## src/mode_word_regs.svh

```systemverilog
// constants for the first mode word, burst order and timing of the sdram model
`ifndef MODE_WORD_REGS_SVH
`define MODE_WORD_REGS_SVH

// first mode word field positions
`define MW_BL_LO        0
`define MW_BL_HI        1
`define MW_CL_BIT0      2
`define MW_BT_BIT       3
`define MW_CL_LO        4
`define MW_CL_HI        6
`define MW_TM_BIT       7
`define MW_DLLRST_BIT   8
`define MW_WR_LO        9
`define MW_WR_HI        11
`define MW_CLX_BIT      12
`define MW_RESET        16'h0000

// burst length codes
`define BL_EIGHT        2'h0
`define BL_PER_CMD      2'h1
`define BL_CHOP         2'h2

// mode word select
`define MW_SEL_FIRST    3'h0
`define MW_SEL_NONE     3'h7

// clock and timing
`define CLK_PERIOD_NS   40
`define CHOP_PULL_IN    2
`define LOOP_LOCK_CYC   768
`define TRP_CYC         4
`define AL_DEFAULT      0

// apb register offsets of the controller
`define CTL_CMD_OFF     12'h000
`define CTL_ADDR_OFF    12'h004
`define CTL_WDATA_OFF   12'h008
`define CTL_STAT_OFF    12'h00C
`define CTL_RDATA_OFF   12'h010

// command codes written to the command register
`define CMD_MRS         3'h1
`define CMD_READ        3'h2
`define CMD_WRITE       3'h3

`endif

```

## src/sdram_pkg.sv

```systemverilog
// types shared by both ends of the sdram link
package sdram_pkg;
    typedef enum logic [2:0]
    {
        CMD_NOP   = 3'h0,
        CMD_MRS   = 3'h1,
        CMD_READ  = 3'h2,
        CMD_WRITE = 3'h3
    } link_cmd_e;
    typedef logic [7:0] beat_t;
endpackage : sdram_pkg

```

## src/sdram_link_if.sv

```systemverilog
// link between controller and sdram model
`timescale 1ns/1ns
interface sdram_link_if;
    sdram_pkg::link_cmd_e cmd;
    logic [15:0]          addr;
    logic [2:0]           sel;
    logic                 crc_bad;
    logic [7:0]           dq_ctl;
    logic                 dq_ctl_oe;
    logic [7:0]           dq_dev;
    logic                 dq_dev_oe;
    logic                 dqs_dev;
    modport device (input cmd, addr, sel, crc_bad, dq_ctl, dq_ctl_oe,
                    output dq_dev, dq_dev_oe, dqs_dev);
    modport host (output cmd, addr, sel, crc_bad, dq_ctl, dq_ctl_oe,
                  input dq_dev, dq_dev_oe, dqs_dev);
endinterface : sdram_link_if

```

## src/sdram_device.sv

```systemverilog
// sdram model: first mode word, burst ordering, read latency, write commit
//
// Summary of operation
// RQ1: beat order from length, type, start column
// RQ2: length fixed chop, fixed eight, per command
// RQ3: sequential wraps in half; interleaved xors index
// RQ4: first read beat equals start column bits
// RQ5: chopped read drives high impedance last four
// RQ6: writes ignore start bits that do not matter
// RQ7: fixed chop write starts two clocks earlier
// RQ8: per command chop keeps eight beat timing
// RQ9: column read delay sets read data start
// RQ10: only whole clock read latencies
// RQ11: total delay is added plus column delay
// RQ12: controller keeps test mode bit zero
// RQ13: write recovery field sets precharge write delay
// RQ14: controller programs recovery at least minimum
// RQ15: crc checked before commit with byte mask
// RQ16: crc mismatch blocks write, array unchanged
// RQ17: controller programs read precharge at least minimum
// RQ18: read precharge plus precharge sets activate time
// RQ19: loop reset bit clears itself
// RQ20: controller reissues loop reset after enable
// RQ21: controller waits lock time before reads
// RQ22: fields latch only on first mode word set
//
// Implementation choices: the address map and the APB interface to the registers.
`timescale 1ns/1ns
`include "mode_word_regs.svh"
module sdram_device
(
    input  wire logic        pclk,
    input  wire logic        presetn,
    sdram_link_if.device     link,
    input  wire logic        crc_en,
    input  wire logic        mask_en,
    output logic [15:0]      mode_word,
    output logic [7:0]       wr_commit_delay,
    output logic [7:0]       act_delay,
    output logic [2:0]       write_start_pull,
    output logic             write_blocked
);
    // read view of the eight beat lanes, each lane holds one beat of every word
    sdram_pkg::beat_t lane_q [0:7];
    logic [15:0] mw_r;
    logic [5:0]  rcnt_r;
    logic [2:0]  rcol_r;
    logic        rchop_r;
    logic        rbusy_r;
    logic [2:0]  rword_r;
    logic [3:0]  wbeat_r;
    logic        wbusy_r;
    logic        wchop_r;
    logic [2:0]  wcol_r;
    logic [2:0]  wword_r;
    sdram_pkg::beat_t wbuf_r [0:7];
    logic [7:0]  dq_r;
    logic        oe_r;
    logic        dqs_r;
    logic        blk_r;
    logic        wdone_r;

    // ======================================================================
    // mode word decode
    wire [1:0] bl_mode = mw_r[`MW_BL_HI:`MW_BL_LO];
    wire       bt_int  = mw_r[`MW_BT_BIT];
    wire [4:0] cl_code = {mw_r[`MW_CLX_BIT], mw_r[`MW_CL_HI:`MW_CL_LO], mw_r[`MW_CL_BIT0]};
    wire [2:0] wr_code = mw_r[`MW_WR_HI:`MW_WR_LO];
    // column read delay in whole clocks only, see RQ9 see RQ10
    wire [5:0] cl_cyc  = (cl_code < 5'h8) ? 6'(cl_code) + 6'd9
                       : (cl_code < 5'hB) ? 6'(cl_code) * 6'd2 + 6'd2
                       : (cl_code == 5'hB) ? 6'd24 : (cl_code == 5'hC) ? 6'd23 : 6'd17;
    // total delay, see RQ11
    wire [5:0] rl_cyc  = cl_cyc + 6'(`AL_DEFAULT);
    wire [4:0] wr_cyc  = (wr_code == 3'h6) ? 5'd24 : 5'd10 + 5'(wr_code) * 5'd2;
    wire [3:0] rtp_cyc = (wr_code == 3'h6) ? 4'd12 : 4'd5 + 4'(wr_code);
    wire       is_mrs  = (link.cmd == sdram_pkg::CMD_MRS) && (link.sel == `MW_SEL_FIRST);
    // per command chop select on address bit 12, see RQ2
    wire       cmd_chop = (bl_mode == `BL_CHOP) ||
                          ((bl_mode == `BL_PER_CMD) && !link.addr[12]);
    wire [2:0] rbeat   = 3'(rcnt_r - rl_cyc);
    wire       in_rwin = rbusy_r && (rcnt_r >= rl_cyc) && (rcnt_r < rl_cyc + 6'd8);
    // sequential wraps in half, interleaved xors, see RQ1 see RQ3
    wire [2:0] seq_idx = {rcol_r[2] ^ rbeat[2], 2'(rcol_r[1:0] + rbeat[1:0])};
    wire [2:0] rd_idx  = bt_int ? (rcol_r ^ rbeat) : seq_idx;
    // last four slots of chopped read are high impedance, see RQ5
    wire       rd_drive = in_rwin && !(rchop_r && rbeat[2]);
    // write beat address ignores low bits, see RQ6
    wire [2:0] wr_idx  = wchop_r ? {wcol_r[2] ^ wbeat_r[2], wbeat_r[1:0]} : wbeat_r[2:0];

    assign mode_word        = mw_r;
    // precharge write delay, see RQ13; crc with byte mask adds a beat pair, see RQ15
    assign wr_commit_delay  = 8'(wr_cyc) + 8'(`TRP_CYC) + ((crc_en && mask_en) ? 8'd2 : 8'd0);
    assign act_delay        = 8'(rtp_cyc) + 8'(`TRP_CYC); // see RQ18
    // fixed chop pulls write start in, per command does not, see RQ7 see RQ8
    assign write_start_pull = (bl_mode == `BL_CHOP) ? 3'(`CHOP_PULL_IN) : 3'h0;
    assign write_blocked    = blk_r;
    assign link.dq_dev      = dq_r;
    assign link.dq_dev_oe   = oe_r;
    assign link.dqs_dev     = dqs_r;

    // ======================================================================
    // mode word latch, loop reset bit self clears
    always_ff @(posedge pclk or negedge presetn)
    begin
        if (!presetn)
            mw_r <= `MW_RESET;
        else if (is_mrs)
            mw_r <= link.addr; // see RQ22
        else if (mw_r[`MW_DLLRST_BIT])
            mw_r[`MW_DLLRST_BIT] <= 1'b0; // see RQ19
    end

    // read sequencer, first beat is start column, see RQ4
    always_ff @(posedge pclk or negedge presetn)
    begin
        if (!presetn)
        begin
            rbusy_r <= 1'b0;
            rcnt_r  <= 6'h00;
            rcol_r  <= 3'h0;
            rchop_r <= 1'b0;
            rword_r <= 3'h0;
            dq_r    <= 8'h00;
            oe_r    <= 1'b0;
            dqs_r   <= 1'b0;
        end
        else
        begin
            if (link.cmd == sdram_pkg::CMD_READ && !rbusy_r)
            begin
                rbusy_r <= 1'b1;
                rcnt_r  <= 6'h01;
                rcol_r  <= link.addr[2:0];
                rword_r <= link.addr[5:3];
                rchop_r <= cmd_chop;
            end
            else if (rbusy_r)
            begin
                rcnt_r  <= rcnt_r + 6'h01;
                rbusy_r <= (rcnt_r < rl_cyc + 6'd7);
            end
            oe_r  <= rd_drive;
            dqs_r <= rd_drive;
            dq_r  <= rd_drive ? lane_q[rd_idx] : 8'h00;
        end
    end

    // write capture and commit, crc error discards data, see RQ16
    always_ff @(posedge pclk or negedge presetn)
    begin
        if (!presetn)
        begin
            wbusy_r <= 1'b0;
            wbeat_r <= 4'h0;
            wchop_r <= 1'b0;
            wcol_r  <= 3'h0;
            wword_r <= 3'h0;
            blk_r   <= 1'b0;
            wdone_r <= 1'b0;
        end
        else
        begin
            // one cycle pulse after the last beat starts the commit
            wdone_r <= 1'b0;
            if (link.cmd == sdram_pkg::CMD_WRITE && !wbusy_r)
            begin
                wbusy_r <= 1'b1;
                wbeat_r <= 4'h0;
                wchop_r <= cmd_chop;
                wcol_r  <= link.addr[2:0];
                wword_r <= link.addr[5:3];
            end
            else if (wbusy_r && link.dq_ctl_oe)
            begin
                wbuf_r[wr_idx] <= link.dq_ctl;
                wbeat_r        <= wbeat_r + 4'h1;
                if (wbeat_r == (wchop_r ? 4'h3 : 4'h7))
                begin
                    wbusy_r <= 1'b0;
                    wdone_r <= 1'b1;
                    blk_r   <= crc_en && link.crc_bad; // see RQ16
                end
            end
        end
    end

    // ======================================================================
    // array commit one cycle after last beat unless blocked, one lane per beat
    genvar gi;
    generate
        for (gi = 0; gi < 8; gi++)
        begin : g_commit
            localparam logic [2:0] beat_pos = 3'(gi);
            sdram_pkg::beat_t lane_r [0:7];
            // a chopped write only touches the half picked by its start column
            wire lane_en = wdone_r && !blk_r && (!wchop_r || (beat_pos[2] == wcol_r[2]));
            assign lane_q[gi] = lane_r[rword_r];
            always_ff @(posedge pclk)
            begin
                if (lane_en)
                    lane_r[wword_r] <= wbuf_r[gi]; // see RQ6
            end
        end
    endgenerate
endmodule : sdram_device

```

## src/flat_wrapper.sv

```systemverilog
// flat-port wrapper written by rule: the top's interface ports become plain ports
module sdram_device_flat 
  (pclk, presetn, crc_en, mask_en, mode_word, wr_commit_delay, act_delay, write_start_pull, write_blocked, link_cmd, link_addr, link_sel, link_crc_bad, link_dq_ctl, link_dq_ctl_oe, link_dq_dev, link_dq_dev_oe, link_dqs_dev);
  sdram_link_if link_i ();
  input  wire logic pclk;
  input  wire logic presetn;
  input  wire logic crc_en;
  input  wire logic mask_en;
  output logic [15:0] mode_word;
  output logic [7:0] wr_commit_delay;
  output logic [7:0] act_delay;
  output logic [2:0] write_start_pull;
  output logic write_blocked;
  input wire logic [$bits(link_i.cmd)-1:0] link_cmd;
  input wire logic [$bits(link_i.addr)-1:0] link_addr;
  input wire logic [$bits(link_i.sel)-1:0] link_sel;
  input wire logic [$bits(link_i.crc_bad)-1:0] link_crc_bad;
  input wire logic [$bits(link_i.dq_ctl)-1:0] link_dq_ctl;
  input wire logic [$bits(link_i.dq_ctl_oe)-1:0] link_dq_ctl_oe;
  output wire logic [$bits(link_i.dq_dev)-1:0] link_dq_dev;
  output wire logic [$bits(link_i.dq_dev_oe)-1:0] link_dq_dev_oe;
  output wire logic [$bits(link_i.dqs_dev)-1:0] link_dqs_dev;
  assign link_i.cmd = link_cmd;
  assign link_i.addr = link_addr;
  assign link_i.sel = link_sel;
  assign link_i.crc_bad = link_crc_bad;
  assign link_i.dq_ctl = link_dq_ctl;
  assign link_i.dq_ctl_oe = link_dq_ctl_oe;
  assign link_dq_dev = link_i.dq_dev;
  assign link_dq_dev_oe = link_i.dq_dev_oe;
  assign link_dqs_dev = link_i.dqs_dev;
  sdram_device u_core (.pclk(pclk), .presetn(presetn), .link(link_i), .crc_en(crc_en), .mask_en(mask_en), .mode_word(mode_word), .wr_commit_delay(wr_commit_delay), .act_delay(act_delay), .write_start_pull(write_start_pull), .write_blocked(write_blocked));
endmodule
```

## config.mk

```make
export PLATFORM = sky130hd
export DESIGN_NAME = sdram_device_flat
export DESIGN_NICKNAME = d
export VERILOG_FILES = /design/src/sdram_pkg.sv /design/src/sdram_link_if.sv /design/src/sdram_device.sv /design/src/flat_wrapper.sv
export VERILOG_INCLUDE_DIRS = /design/src
export SDC_FILE = /design/constraint.sdc
export NUM_CORES = 1
export LEC_CHECK = 0
export BUFFER_PORTS_ARGS = -buffer_cell sky130_fd_sc_hd__buf_2
export CORE_MARGIN = 2
export CORE_UTILIZATION = 60
export DETAILED_ROUTE_END_ITERATION = 6
export PLACE_DENSITY = 0.77
export SLEW_MARGIN = 20
export SYNTH_ARGS = -nofsm -noshare
export SYNTH_HDL_FRONTEND = slang
export SYNTH_SLANG_ARGS = --single-unit
```

## constraint.sdc

```tcl
create_clock -name pclk -period 7.7 [get_ports pclk]
set_input_delay 0.77 -clock pclk [delete_from_list [all_inputs] [get_ports pclk]]
set_output_delay 0.77 -clock pclk [all_outputs]
set_load 0.01 [all_outputs]
```

# Word level (Yosys, flattened, before mapping)
# Memories as Yosys holds them, arrays and structs flattened.
# Cells that the tools add are included.
[totals]
regBits = 53
inputBits = 36
output_inout_bits = 46
mem_count = 9
ramBits = 576
wordCells = 124
[op_classes]
eq_ne = 9
order_cmp = 6
mux = 35
addsub = 13
n_reduce_logical = 30
bitwise_logic = 6
[memory_table]
columns = ["memory", "depth", "width", "read_ports", "rd_ports_with_merged_regs", "write_ports", "line", "source"]
rows = [
  ["u_core.g_commit[0].lane_r", 8, 8, 1, 0, 1, "sdram_device.sv:195", "sdram_pkg::beat_t lane_r [0:7];"],
  ["u_core.g_commit[1].lane_r", 8, 8, 1, 0, 1, "sdram_device.sv:195", ""],
  ["u_core.g_commit[2].lane_r", 8, 8, 1, 0, 1, "sdram_device.sv:195", ""],
  ["u_core.g_commit[3].lane_r", 8, 8, 1, 0, 1, "sdram_device.sv:195", ""],
  ["u_core.g_commit[4].lane_r", 8, 8, 1, 0, 1, "sdram_device.sv:195", ""],
  ["u_core.g_commit[5].lane_r", 8, 8, 1, 0, 1, "sdram_device.sv:195", ""],
  ["3 more memories", "--", "--", "--", "--", "--", "--", ""],
]
[ops]
columns = ["op", "n"]
rows = [
  ["$mux 6", 5],
  ["$bmux 8 s3", 1],
  ["$mux 8", 3],
  ["$mux 1", 16],
  ["$logic_and 1x1->1", 15],
  ["$lt 6x6->1", 2],
  ["$mux 3", 4],
  ["$mux 4", 3],
  ["$eq 5x4->1 const B", 2],
  ["$lt 5x4->1 const B", 2],
  ["$add 8x8->8", 1],
  ["$add 5x3->6 const B", 1],
  ["$add 5x4->6 const B", 1],
  ["$add 6x1->6 const B", 1],
  ["$add 6x2->6 const B", 1],
  ["$add 6x3->6 const B", 1],
  ["$add 6x4->6 const B", 1],
  ["$eq 3x2->1 const B", 2],
  ["$ge 6x6->1", 1],
  ["$logic_not 1->1", 6],
  ["$reduce_bool 2->1", 3],
  ["$add 4x3->5 const B", 1],
  ["$add 4x4->5 const A", 1],
  ["$mux 5", 1],
  ["other kinds (19)", 24],
]

# Longest topological paths before layout
[logic_depth]
depth_word = 13
ltp_mapped = 15
ltp_nobuf = 14

# Least setup slack after synthesis
# Ideal clock, no wire load.
[synth_timing]
kind = "register -> register"
from = "register u_core.blk_r (netlist: u_core.write_blocked)"
to = "memory u_core.g_commit[4].lane_r[0][0] (netlist name) (enable)"
arrival_ps = 2987
path_slack_ps = 4252
stages_incl_launch_ff = 4
t_required_ps = 7239
path_buffers = 0
path_cell_list = "dfrtp_1 > nor3b_1 > nand2_1 > nor3_1"
[synth_between]
elab_chain_cells = 5
[synth_rtl]
columns = ["item", "line", "source"]
rows = [
  ["from (decl)", "sdram_device.sv:60", "logic blk_r;"],
  ["from (signal assigned)", "sdram_device.sv:182", "blk_r <= crc_en && link.crc_bad;"],
  ["$logic_not 1->1", "sdram_device.sv:197", "wire lane_en = wdone_r && !blk_r && (!wchop_r || (beat_pos[2] == wcol_r[2]));"],
  ["$logic_and 1x1->1 (2 in series)", "sdram_device.sv:197", ""],
  ["$mux 1", "sdram_device.sv:201", "if (lane_en)"],
  ["$mux 1 (not written as such)", "sdram_device.sv:202", "lane_r[wword_r] <= wbuf_r[gi];"],
  ["to (decl)", "sdram_device.sv:195", ""],
]
# No other way between the ends.

# Worst setup path in the final report
[layout_timing]
from = "register u_core.mw_r[2] (netlist: u_core.mode_word[2])"
to = "register u_core.dq_r[5] (netlist: u_core.link.dq_dev[5])"
[layout_between]
elab_chain_cells = 13
elab_cells_between_ends = 28
classes_between = "add/sub (5); order compare (4); eq/ne (2); mux (9); bitwise (3); reduce/logical (5)"
[layout_rtl]
columns = ["item", "line", "source"]
rows = [
  ["from (decl)", "sdram_device.sv:45", "logic [15:0] mw_r;"],
  ["from (signal assigned)", "sdram_device.sv:107", "mw_r <= `MW_RESET;"],
  ["from (signal assigned)", "sdram_device.sv:109", "mw_r <= link.addr;"],
  ["branches (longest 4 deep; another with $add 6x2->6)", "--", ""],
  ["$mux 6 *", "sdram_device.sv:70", "wire [5:0] cl_cyc = (cl_code < 5'h8) ? 6'(cl_code) + 6'd9"],
  ["$sub 3x3->3", "sdram_device.sv:81", "wire [2:0] rbeat = 3'(rcnt_r - rl_cyc);"],
  ["$add 2x2->2 (tied with other cells)", "sdram_device.sv:84", "wire [2:0] seq_idx = {rcol_r[2] ^ rbeat[2], 2'(rcol_r[1:0] + rbeat[1:0])};"],
  ["$mux 3", "sdram_device.sv:85", "wire [2:0] rd_idx = bt_int ? (rcol_r ^ rbeat) : seq_idx;"],
  ["$not 3->4 (not written as such)", "sdram_device.sv:145", "dq_r <= rd_drive ? lane_q[rd_idx] : 8'h00;"],
  ["$bmux 8 s3", "sdram_device.sv:145", ""],
  ["$mux 8 (not written as such) (2 in series)", "sdram_device.sv:145", ""],
  ["$mux 8 *", "sdram_device.sv:145", ""],
  ["to (signal assigned)", "sdram_device.sv:145", ""],
  ["to (decl)", "sdram_device.sv:57", "logic [7:0] dq_r;"],
]
# Mark *: on every way between the ends. The select of a mux whose other input is x is not followed.
# A chain may end at the register's enable or synchronous reset.

==> flow_metrics.env <==
export IMPL_antenna_found_initial=1
export IMPL_cts_tree="built"
export IMPL_crit_required_ps=8180
export IMPL_critPathMostFrequentCell="ha_1"
export IMPL_drt_pass1_iter_count=5
export IMPL_slew_headroom_pct=29.4
export IMPL_grt_max_degree=103
export IMPL_htree_levels=2
export IMPL_path_clk_slew_ps=60
export IMPL_gp_congestion=0.867
export IMPL_drt_total_wl_um=52300
export IMPL_worstSetupPathType="flip-flop to flip-flop"
export IMPL_clock_sinks=627
export IMPL_clock_latency_ps=620
export IMPL_synth_async_reset_ratio_pct=8.13
export IMPL_final_common_cell="edfxtp_1"
export IMPL_crit_family="buffers and inverters"
export IMPL_setup_viol=0
export IMPL_fp_row_count=74
export IMPL_die_h_um=207
export IMPL_hold_viol=0
export IMPL_end_kind="flip-flop"
export IMPL_fin_crit_sh_pct=53.0
export IMPL_cts_setup_buffers=0
export IMPL_coreArea_um2=40700
export IMPL_viasPerCell=6.38
export IMPL_rsz0062_at_grt="false"
export IMPL_crit_path_start_kind="flip-flop"
export IMPL_grt_pass1_wl_um=77800
export IMPL_worstMarginPinSlew_ps=1040
export IMPL_synth_distinct_cells=57
export IMPL_worst_path_buf_inv=4
export IMPL_wl_per_cell_um=27.5
export IMPL_numCtsBuffers=58
export IMPL_syn_instance_count=1211
export IMPL_ir_worst_vdd_uv=251
export IMPL_period_minus_slack_ps=4080
export IMPL_die_width_um=207
export IMPL_gr_total_overflow=0
export IMPL_timing_rr_start="u_core.mode_word[2]"
export IMPL_status="completed"
export IMPL_pwr_density_cell_nw_per_um2=353
export IMPL_initialDrtViolationCount=1205
export IMPL_start_util_pct=60.6
export IMPL_nets=1386
export IMPL_syn_avg_cell_area_um2=20.4
export IMPL_clock_path_buffers=3
export IMPL_totalPowerFinal_w=0.00976
export IMPL_layout_drive_gt1_share_pct=26.1
export IMPL_holdBufCountCts=0
export IMPL_ys_seq_elements=627
export IMPL_grt_pass1_vias=12200
export IMPL_cp_slowest_cell="buf_4"
export IMPL_post_cts_resized=0
export IMPL_hpwl_um=30000
export IMPL_fin_skew_ps=22.6
export IMPL_synth_edff_count=576
export IMPL_top_level_ports=82
export IMPL_hold_class="input pin to asynchronous set/reset pin"
export IMPL_final_max_slew_violation_count=0
export IMPL_max_freq_mhz=245
export IMPL_dp_cells=1794
export IMPL_synth_seq_area_share_pct=75.3
export IMPL_yosys_warnings=0
export IMPL_fin_tns_setup_ps=0
export IMPL_cts_root_buf="clkbuf_16"
export IMPL_cp_arrival_ps=4560
export IMPL_synth_area_um2=24700
export IMPL_crit_path_start="u_core.mode_word[2]"
export IMPL_instances_no_fill=1900
export IMPL_die_area_um2=42800
export IMPL_area_growth_pct=12.1
export IMPL_crit_path_max_fanout=43
export IMPL_grt_use_total_pct=25.6
export IMPL_n_antenna_cell=0
export IMPL_io_buffer_count=74
export IMPL_ant_nets=0
export IMPL_slowest_delay_ps=510
export IMPL_vias=12100
export IMPL_post_route_drc_count=0
export IMPL_leakagePower_nw=9.33
export IMPL_ys_flop_type="edfxtp_1"
export IMPL_drv_cap=0
export IMPL_worstPathCellList="ha_1 -> o211ai_1 -> a21oi_1 -> inv_1 -> ha_1 -> inv_1 -> ha_1 -> buf_4 -> clkinv_1 -> nor2_1 -> a222oi_1 -> a21o_1 -> a2111oi_1"
export IMPL_final_cell_mix="576 x edfxtp_1, 116 x mux4_2, 74 x buf_2, 59 x clkbuf_16, 51 x nand2_1"
registers in the layout (all words and copies together) (netlist names):
signal,cells
u_core.g_commit.lane_r,512
u_core.wbuf_r,64
u_core.mode_word,16
u_core.link.dq_dev,8
u_core.rcnt_r,6
u_core.wbeat_r,4
u_core.rcol_r,3
u_core.rword_r,3
u_core.wword_r,3
u_core.link.dq_dev_oe,1
u_core.rbusy_r,1
u_core.rchop_r,1
u_core.wbusy_r,1
u_core.wchop_r,1
u_core.wcol_r,1
u_core.wdone_r,1
u_core.write_blocked,1
final timing paths:
kind | to | slack (ps) | cells after the start
min | u_core.mode_word[7] | 300 | 2
max reg2reg | u_core.link.dq_dev[5] | 3620 | 13
max | u_core.link.dq_dev[5] | 3620 | 13
min in group pclk | u_core.mode_word[8] | 380 | 3
max in group asynchronous | u_core.rword_r[0] | 6860 | 2
min reg2reg | u_core.mode_word[15] | 510 | 1
cell families after synthesis:
logic type / share of synthesized area, %
compound gates: 2.73
xor+xnor: 0.710
fa+ha+maj: 1.45
buf+inv: 2.14
flops: 75.3
mux: 14.5
other cells: 0.0304
simple gates: 3.17
area by class of cell:
cell class | count | area, um2
fillers | 2519 | 13100
multi-input cells | 510 | 5740
clock inverters | 35 | 438
well taps | 532 | 666
clock buffers | 71 | 1520
flip-flops and latches | 627 | 18600
inverters | 21 | 78.8
repair buffers | 104 | 621
per-layer routing:
metal	wire, um	up-vias	GRT usage, %
met3	4450	108	5.21
met1	20500	6326	36.6
met4	1410	2	6.76
met2	26000	568	41.2
met5	11	-	0
li1	-	5124	-
worst register-to-register path, stage by stage (launching register included):
cell	delay, ps
dfrtp_1	440
ha_1	240
o211ai_1	120
a21oi_1	340
inv_1	100
ha_1	310
inv_1	50
ha_1	260
buf_4	510
clkinv_1	520
nor2_1	380
a222oi_1	160
a21o_1	210
a2111oi_1	310
stage by stage:
step                      cell area, um2  hold slack, ps  worst slack (ps)  util, %
after floorplan                    24700             462              4250        -
after CTS                          27600             299              3690     67.9
after detailed placement           25700             498              3740     63.1
final                              27600             302              3620     67.9
after global placement             25700             490              4010     63.1
after global routing               27600             346              3290     67.9
report_power, final:
group	total, W	switching, W	internal, W	leakage [nW]
Sequential	0.00416	0.000311	0.00385	5.82
Combinational	0.00268	0.00150	0.00118	2.54
Clock	0.00292	0.00119	0.00174	0.961
Total	0.00976	0.00300	0.00677	9.33
synth_stat cells, drive strengths merged (3+ instances only):
library cell  number  area share, %
mux2              29            1.3
nand4              3          0.076
a31oi              4           0.10
a2111oi            3           0.19
and3               3          0.076
nor3              12           0.24
a211oi            12           0.37
a22oi             14           0.43
clkbuf            12           0.18
mux4             128             12
o21a               3          0.091
nor4               4           0.10
nand2             51           0.78
nor2b             16           0.41
xor2               9           0.32
buf               47            1.6
nand2b             6           0.15
nand3             18           0.37
mux2i             32            1.3
and2               4           0.11
a21oi             22           0.45
a21o               3          0.091
o22ai              6           0.15
o21ai             14           0.28
edfxtp           576             70
xnor2             11           0.39
nor2              44           0.67
ha                27            1.4
dfrtp             51            5.2
o211ai             4           0.12
inv               20           0.30
Power figures use the tool's default switching activity.
